--- src/design/status_flag_pkg.sv ---
// Shared constants and types for the status flag update block
package status_flag_pkg;
    // Register byte addresses on the bus
    localparam logic [7:0] STATUS_FLAGS_OFFSET = 8'h00;
    localparam logic [7:0] LAST_RESULT_OFFSET = 8'h04;
    // Field positions within the status flag register
    localparam int PARITY_BIT = 0;
    localparam int USER_FLAG_BIT = 1;
    localparam int OVERFLOW_BIT = 2;
    localparam int BANK_LOW_BIT = 3;
    localparam int BANK_HIGH_BIT = 4;
    // Widths and values
    localparam int ACC_WIDTH = 8;
    localparam int SIGN_BIT = 7;
    localparam logic [7:0] STATUS_RESET = 8'h00;
    localparam logic [7:0] RESULT_RESET = 8'h00;
    localparam logic [15:0] BYTE_MAX = 16'h00FF;
    localparam logic [7:0] ZERO_BYTE = 8'h00;
    localparam logic [31:0] ZERO_WORD = 32'h0000_0000;
    localparam logic [2:0] BANK_BASE_PAD = 3'h0;
    // Arithmetic operations reported by the execution datapath
    typedef enum logic [2:0] {
        NO_OP,
        ADD_OP,
        ADD_WITH_CARRY_OP,
        SUBTRACT_WITH_BORROW_OP,
        MULTIPLY_OP,
        DIVIDE_OP
    } op_type;
endpackage

--- src/design/status_flag_update.sv ---
// Status flag update: overflow, user flag, parity and bank select
//
// Functional notes
// RL1: Add, add-with-carry and subtract-with-borrow set overflow on sign overflow.
// RL2: Multiply sets overflow when the product exceeds 255.
// RL3: Divide sets overflow when the divisor is zero.
// RL4: Those five operations clear overflow when no overflow case occurs.
// RL5: The user flag changes only by software writes, never by hardware.
// RL6: Parity is one when the accumulator holds an odd count of ones.
// RL7: Two bank bits pick one of four eight-register banks (10->0x10, 11->0x18).
`timescale 1ns/1ps
module status_flag_update (
    // Clock and reset
    input wire logic clk,
    input wire logic reset_n,
    // Wishbone classic slave
    input wire logic cyc_i,
    input wire logic stb_i,
    input wire logic we_i,
    input wire logic [7:0] adr_i,
    input wire logic [3:0] sel_i,
    input wire logic [31:0] dat_i,
    output logic [31:0] dat_o,
    output logic ack_o,
    // Execution datapath
    input wire logic opValid,
    input status_flag_pkg::op_type opCode,
    input wire logic [7:0] opA,
    input wire logic [7:0] opB,
    input wire logic carryIn,
    input wire logic [status_flag_pkg::ACC_WIDTH-1:0] accumulator,
    // Flag outputs
    output logic overflowFlag,
    output logic userFlagOne,
    output logic parityFlag,
    output logic bankSelectHigh,
    output logic bankSelectLow,
    output logic [4:0] bankBase,
    output logic [7:0] statusWord,
    output logic [7:0] opResult
);
    import status_flag_pkg::*;

    typedef struct packed {
        logic ack;
        logic [31:0] readData;
        logic overflow;
        logic userFlag;
        logic [1:0] bankSel;
        logic parity;
        logic [7:0] lastResult;
    } state_type;

    state_type state;
    state_type next_state;

    logic accParity;
    logic busReq;
    logic flagsHit;
    logic resultHit;
    logic flagsWrite;
    logic carryUsed;
    logic borrowUsed;
    logic [8:0] addSum;
    logic [8:0] subDiff;
    logic [15:0] product;
    logic [7:0] quotient;
    logic addOverflow;
    logic subOverflow;
    logic mulTooBig;
    logic divByZero;
    logic opKnown;
    logic opOverflow;
    logic [7:0] opValue;
    logic [7:0] flagsView;

    // Parity of the live accumulator
    parity_tree u_parity (
        .dataIn(accumulator),
        .oddParity(accParity)
    );

    // Bus decode
    assign busReq = cyc_i & stb_i;
    assign flagsHit = (adr_i == STATUS_FLAGS_OFFSET);
    assign resultHit = (adr_i == LAST_RESULT_OFFSET);
    assign flagsWrite = busReq & state.ack & we_i & sel_i[0] & flagsHit;

    // Raw arithmetic results
    assign carryUsed = (opCode == ADD_WITH_CARRY_OP) & carryIn;
    assign borrowUsed = (opCode == SUBTRACT_WITH_BORROW_OP) & carryIn;
    assign addSum = {1'b0, opA} + {1'b0, opB} + {8'h00, carryUsed};
    assign subDiff = {1'b0, opA} - {1'b0, opB} - {8'h00, borrowUsed};
    assign product = {8'h00, opA} * {8'h00, opB};
    assign divByZero = (opB == ZERO_BYTE);
    assign quotient = divByZero ? ZERO_BYTE : opA / opB;

    // RL1: signed overflow detect
    assign addOverflow = (opA[SIGN_BIT] == opB[SIGN_BIT]) &&
        (addSum[SIGN_BIT] != opA[SIGN_BIT]);
    assign subOverflow = (opA[SIGN_BIT] != opB[SIGN_BIT]) &&
        (subDiff[SIGN_BIT] != opA[SIGN_BIT]);
    // RL2: product beyond one byte
    assign mulTooBig = (product > BYTE_MAX);

    // Per-operation overflow and result select
    always_comb begin
        opKnown = 1'b1;
        opOverflow = 1'b0;
        opValue = ZERO_BYTE;
        case (opCode)
            ADD_OP, ADD_WITH_CARRY_OP: begin
                opOverflow = addOverflow;
                opValue = addSum[7:0];
            end
            SUBTRACT_WITH_BORROW_OP: begin
                opOverflow = subOverflow;
                opValue = subDiff[7:0];
            end
            MULTIPLY_OP: begin
                opOverflow = mulTooBig;
                opValue = product[7:0];
            end
            // RL3: zero divisor flags overflow
            DIVIDE_OP: begin
                opOverflow = divByZero;
                opValue = quotient;
            end
            default: begin
                opKnown = 1'b0;
            end
        endcase
    end

    // Software view of the status flags
    always_comb begin
        flagsView = ZERO_BYTE;
        flagsView[PARITY_BIT] = state.parity;
        flagsView[USER_FLAG_BIT] = state.userFlag;
        flagsView[OVERFLOW_BIT] = state.overflow;
        flagsView[BANK_LOW_BIT] = state.bankSel[0];
        flagsView[BANK_HIGH_BIT] = state.bankSel[1];
    end

    // Next state
    always_comb begin
        next_state = state;
        // One-cycle ack, dropped after it is given
        next_state.ack = busReq & ~state.ack;
        if (busReq & ~state.ack) begin
            if (flagsHit) begin
                next_state.readData = {24'h00_0000, flagsView};
            end else if (resultHit) begin
                next_state.readData = {24'h00_0000, state.lastResult};
            end else begin
                next_state.readData = ZERO_WORD;
            end
        end
        // RL5: user flag only from a software write
        if (flagsWrite) begin
            next_state.userFlag = dat_i[USER_FLAG_BIT];
            next_state.overflow = dat_i[OVERFLOW_BIT];
            next_state.bankSel = {dat_i[BANK_HIGH_BIT], dat_i[BANK_LOW_BIT]};
        end
        // RL4: operation result sets or clears overflow
        if (opValid & opKnown) begin
            next_state.overflow = opOverflow;
            next_state.lastResult = opValue;
        end
        // RL6: parity follows the accumulator
        next_state.parity = accParity;
    end

    // State register
    always_ff @(posedge clk) begin
        if (!reset_n) begin
            state.ack <= 1'b0;
            state.readData <= ZERO_WORD;
            state.overflow <= STATUS_RESET[OVERFLOW_BIT];
            state.userFlag <= STATUS_RESET[USER_FLAG_BIT];
            state.bankSel <= {STATUS_RESET[BANK_HIGH_BIT],
                STATUS_RESET[BANK_LOW_BIT]};
            state.parity <= STATUS_RESET[PARITY_BIT];
            state.lastResult <= RESULT_RESET;
        end else begin
            state <= next_state;
        end
    end

    // Outputs
    assign ack_o = state.ack;
    assign dat_o = state.readData;
    assign overflowFlag = state.overflow;
    assign userFlagOne = state.userFlag;
    assign parityFlag = state.parity;
    assign bankSelectHigh = state.bankSel[1];
    assign bankSelectLow = state.bankSel[0];
    // RL7: bank base address from the select bits
    assign bankBase = {state.bankSel, BANK_BASE_PAD};
    assign statusWord = flagsView;
    assign opResult = state.lastResult;
endmodule

--- src/design/parity_tree.sv ---
// Odd parity of the accumulator byte
`timescale 1ns/1ps
module parity_tree (
    // Data in
    input wire logic [status_flag_pkg::ACC_WIDTH-1:0] dataIn,
    // Parity out
    output logic oddParity
);
    import status_flag_pkg::*;

    logic [ACC_WIDTH:0] chain;

    // Running exclusive-or over every bit
    assign chain[0] = 1'b0;
    for (genvar i = 0; i < ACC_WIDTH; i++) begin : g_bit
        assign chain[i+1] = chain[i] ^ dataIn[i];
    end
    assign oddParity = chain[ACC_WIDTH];
endmodule

--- config.mk ---
export PLATFORM = sky130hd
export DESIGN_NAME = status_flag_update
export DESIGN_NICKNAME = d
export VERILOG_FILES = /design/src/design/status_flag_pkg.sv /design/src/design/status_flag_update.sv /design/src/design/parity_tree.sv
export SDC_FILE = /design/constraint.sdc
export NUM_CORES = 1
export LEC_CHECK = 0
export BUFFER_PORTS_ARGS = -buffer_cell sky130_fd_sc_hd__clkbuf_2
export CAP_MARGIN = 20
export CORE_ASPECT_RATIO = 0.9
export CORE_UTILIZATION = 35
export CTS_CLUSTER_SIZE = 25
export DETAILED_ROUTE_END_ITERATION = 7
export PLACE_DENSITY = 0.54
export SLEW_MARGIN = 30
export SYNTH_ARGS = -nofsm -noshare
export SYNTH_HDL_FRONTEND = slang
export SYNTH_SLANG_ARGS = --single-unit
--- constraint.sdc ---
create_clock -name clk -period 14.1 [get_ports clk]
set_input_delay 2.115 -clock clk [delete_from_list [all_inputs] [get_ports clk]]
set_output_delay 2.115 -clock clk [all_outputs]
set_load 0.1 [all_outputs]
==> summary.md <==
| Metric | Value |
|---|---|
| Grt total ovfl | `0` |
| Die H | `126 µm` |
| Via density | `5.21` |
| Root buffer cell | `clkbuf_16` |
| # Post-CTS Setup Buffers | `0` |
| Cell Rows | `44` |
| P_leak | `3.26 nW` |
| Clock power share | `10.6%` |
| Clock Latency Late Sink | `0.25 ns` |
| H-tree depth | `1` |
| Synth Area in XOR/XNOR | `4.42%` |
| Crit-path slowest cell | `or4b_4` |
| Crit. End Element | `register` |
| Main combinational cell family by area after synthesis | `adder cells` |
| Post-CTS sizing | `0` |
| Total track usage | `18.7%` |
| Fraction of layout cells with a size suffix above 1 | `15.8%` |
| Final setup TNS | `0 ns` |
| Final Hold Fails | `0` |
| Wire per inst | `15.9 µm` |
| CTS sink count | `22` |
| Pwr/cell area | `93.5 nW/µm²` |
| Complex-gate fraction of the synthesized area | `19.9%` |
| Crit path launch type | `input port` |
| Crit-path max FO | `10` |
| Post-synth EDFFs | `0` |
| Via count | `5317` |
| Fmax | `0.0784 GHz` |
| Initial Util | `36.4%` |
| 1st-pass router iterations | `4` |
| Setup repair after global routing missed its margin | `false` |
| Syn avg cell area | `7.94 µm²` |
| Detail Route Antenna Nets | `0` |
| Post-synthesis mux area share | `3.91%` |
| Net switching power | `326 µW` |
| FF-to-FF Start | `ack_o` |
| Slew @ Worst Pin | `0.633 ns` |
| Reg clk slew, reported paths | `0.06 ns` |
| Initial drt markers | `248` |
| Hold crit path type | `reg2reg` |
| Tcrit/Tclk final | `90.5%` |
| # fillers | `1719` |
| Simple-gate area share of the yosys netlist | `18.8%` |
| Share of flip-flops with an asynchronous set or reset | `0%` |
| Port bufs | `75` |
| WP buf/inv | `6` |
| CTS tree | `built` |
| Gate Count Post-Synth | `749` |
| Die width | `139 µm` |
| Comb pwr share | `78.2%` |
| Post-synthesis cell area | `5950 µm²` |
| First-pass GRT wire length | `26.6 mm` |
| Diode count | `0` |
| Clock Tree Buf Depth | `2` |
| Top cell by count, worst path | `ha_1` |
| Outcome | `finished clean` |
| Hold_sp | `dat_o[4]` |
| Area delta synth->final | `10.1%` |
| Synth unique cells | `72` |
| Crit Path Class | `in2reg` |
| Fin nets | `1029` |
| Detailed placement HPWL | `13.3 mm` |
| Cell family with most CP delay | `compound AO/OA/AOI/OAI gates` |
| Net Sw Frac | `53.3%` |
| Max incr delay on CP | `0.56 ns` |
| Worst slew margin | `57.6%` |
| Vias in the first global route | `5036` |
| Register area share after synthesis | `7.40%` |
| Worst Setup SP | `opB[6]` |
| Clock skew | `0.00488 ns` |
| # hold bufs at CTS | `0` |
| Arrival time worst endpoint | `12.88 ns` |
| Syn. warnings | `0` |
| Reg power frac | `11.2%` |
| Initial antenna violation count | `0` |
| Final setup fails | `0` |
| Primary FF master, synth | `dfxtp_1` |
| Top Ports | `137` |
| MaxCap Viol Count | `0` |
| Final wirelength | `16.2 mm` |
| WP data required | `14.23 ns` |
| Core area | `16400 µm²` |
| Final min period | `12.75 ns` |
| Internal power | `286 µW` |
| Fin util | `40.0%` |
| CTS Buf Count | `3` |
| Worst IR drop on VDD | `0.0000407 V` |
| Slew Viols, Final | `0` |
| Placer Congestion | `0.853` |
| Yosys reg bits | `22` |
| Largest net degree at the start of global routing | `24` |
| DR DRC count | `0` |
| Die area | `17500 µm²` |
| Adder-Cell Fraction of Synth Area | `33.7%` |
state kept, by name (all words and copies together) (netlist names):
signal / flops
bankBase: 2
ack_o: 1
parityFlag: 1
userFlagOne: 1
overflowFlag: 1
dat_o: 8
opResult: 8
cell usage in the layout, fill, tap and decap left out, types with 6 or more instances in the layout:
master / synthesis / routed
ha_1: 96 / 96
inv_1: 86 / 86
clkbuf_2: 0 / 75
nor2_1: 68 / 68
nand2_1: 53 / 53
fa_1: 40 / 40
o21ai_0: 38 / 38
conb_1: 1 / 30
a21oi_1: 27 / 27
dfxtp_1: 22 / 22
nor3_1: 21 / 21
xnor2_1: 20 / 20
buf_4: 37 / 19
o21a_1: 14 / 14
mux2_2: 14 / 14
a21o_1: 12 / 12
nor2b_1: 12 / 12
nand3_1: 12 / 12
xor2_1: 10 / 10
o211ai_1: 7 / 7
nand2b_1: 7 / 7
a31oi_1: 7 / 7
a211oi_1: 7 / 7
mux2i_1: 6 / 6
a221oi_1: 6 / 6
worst min-delay path: stages, from the launching register on:
cell and delay [ns]:
dfxtp_1 0.31, nand2_1 0.05, a21boi_0 0.06
through the flow:
stage	total power, mW	instances	hold slack (ns)	area (µm²)	setup slack, ns
after global placement	0.547	1017	0.453	6450	1.13
after CTS	0.614	1021	0.465	6550	1.32
after floorplan	0.453	778	0.884	6060	1.72
final	0.612	1021	0.461	6550	1.35
after detailed placement	0.546	1017	0.457	6460	1.12
after global routing	0.680	1021	0.488	6550	0.403
cells in the mapped netlist (4+ instances only):
library cell	instances	area [µm²]
a21o_1	12	90.1
inv_1	86	323
mux2_2	14	158
nor3b_1	4	30.0
nor2b_1	12	75.1
ha_1	96	1200
mux2i_1	6	60.1
fa_1	40	801
and3_1	5	31.3
o31ai_1	4	30.0
xor2_1	10	87.6
nand3b_1	4	30.0
buf_4	37	278
xnor2_1	20	175
a221oi_1	6	52.6
a211oi_1	7	52.6
o21ai_0	38	190
o21a_1	14	105
nor3_1	21	105
o211ai_1	7	52.6
a21oi_1	27	135
nand2b_1	7	43.8
a21boi_0	5	37.5
nor4_1	5	31.3
or2_2	5	31.3
clkbuf_1	23	86.3
o2111ai_1	4	35.0
nor2_1	68	255
a31oi_1	7	43.8
dfxtp_1	22	440
a2111oi_0	4	35.0
nand3_1	12	60.1
nand2_1	53	199
or3_1	5	31.3
o221ai_1	4	35.0
cells by family after synthesis:
kind of cell,Yosys count
other,1
AND/OR/NAND/NOR,222
flip-flops,22
AO/OA/AOI/OAI,168
buffers and inverters,149
adder cells (fa/ha/maj),136
XOR/XNOR,30
multiplexers,21
worst paths after layout:
check | slack (ns) | to | depth (start not counted)
min reg2reg | 0.46 | dat_o[4] | 2
max reg2reg | 12.12 | overflowFlag | 7
min | 0.46 | dat_o[4] | 2
max | 1.35 | opResult[0] | 48
area by class of cell:
class | instances | area [µm²] | area share, %
clock buffer | 4 | 88.8 | 1.36
multi-input combinational | 607 | 4910 | 75.1
sequential | 22 | 440 | 6.73
timing repair buffer | 94 | 518 | 7.91
tap | 207 | 259 | 3.96
inverter | 87 | 327 | 4.99
power by group through the flow:
| stage | sequential (mW) | clock [mW] | combinational [mW] |
|---|---|---|---|
| CTS | 0.0685 | 0.0655 | 0.480 |
| global route | 0.0691 | 0.0682 | 0.543 |
| finish | 0.0686 | 0.0648 | 0.479 |
| floorplan | 0.0926 | 0 | 0.360 |
| global placement | 0.0698 | 0 | 0.477 |
| detailed placement | 0.0699 | 0 | 0.476 |
per-layer routing:
metal	global-route usage, %	part of all wire, %	vias to the layer above
li1	-	-	2696
met1	28.7	52	2471
met2	29.1	42	144
met3	1.10	5.1	6
met4	3.14	0.59	0
met5	0	0	-
(Power assumes the default switching activity.)
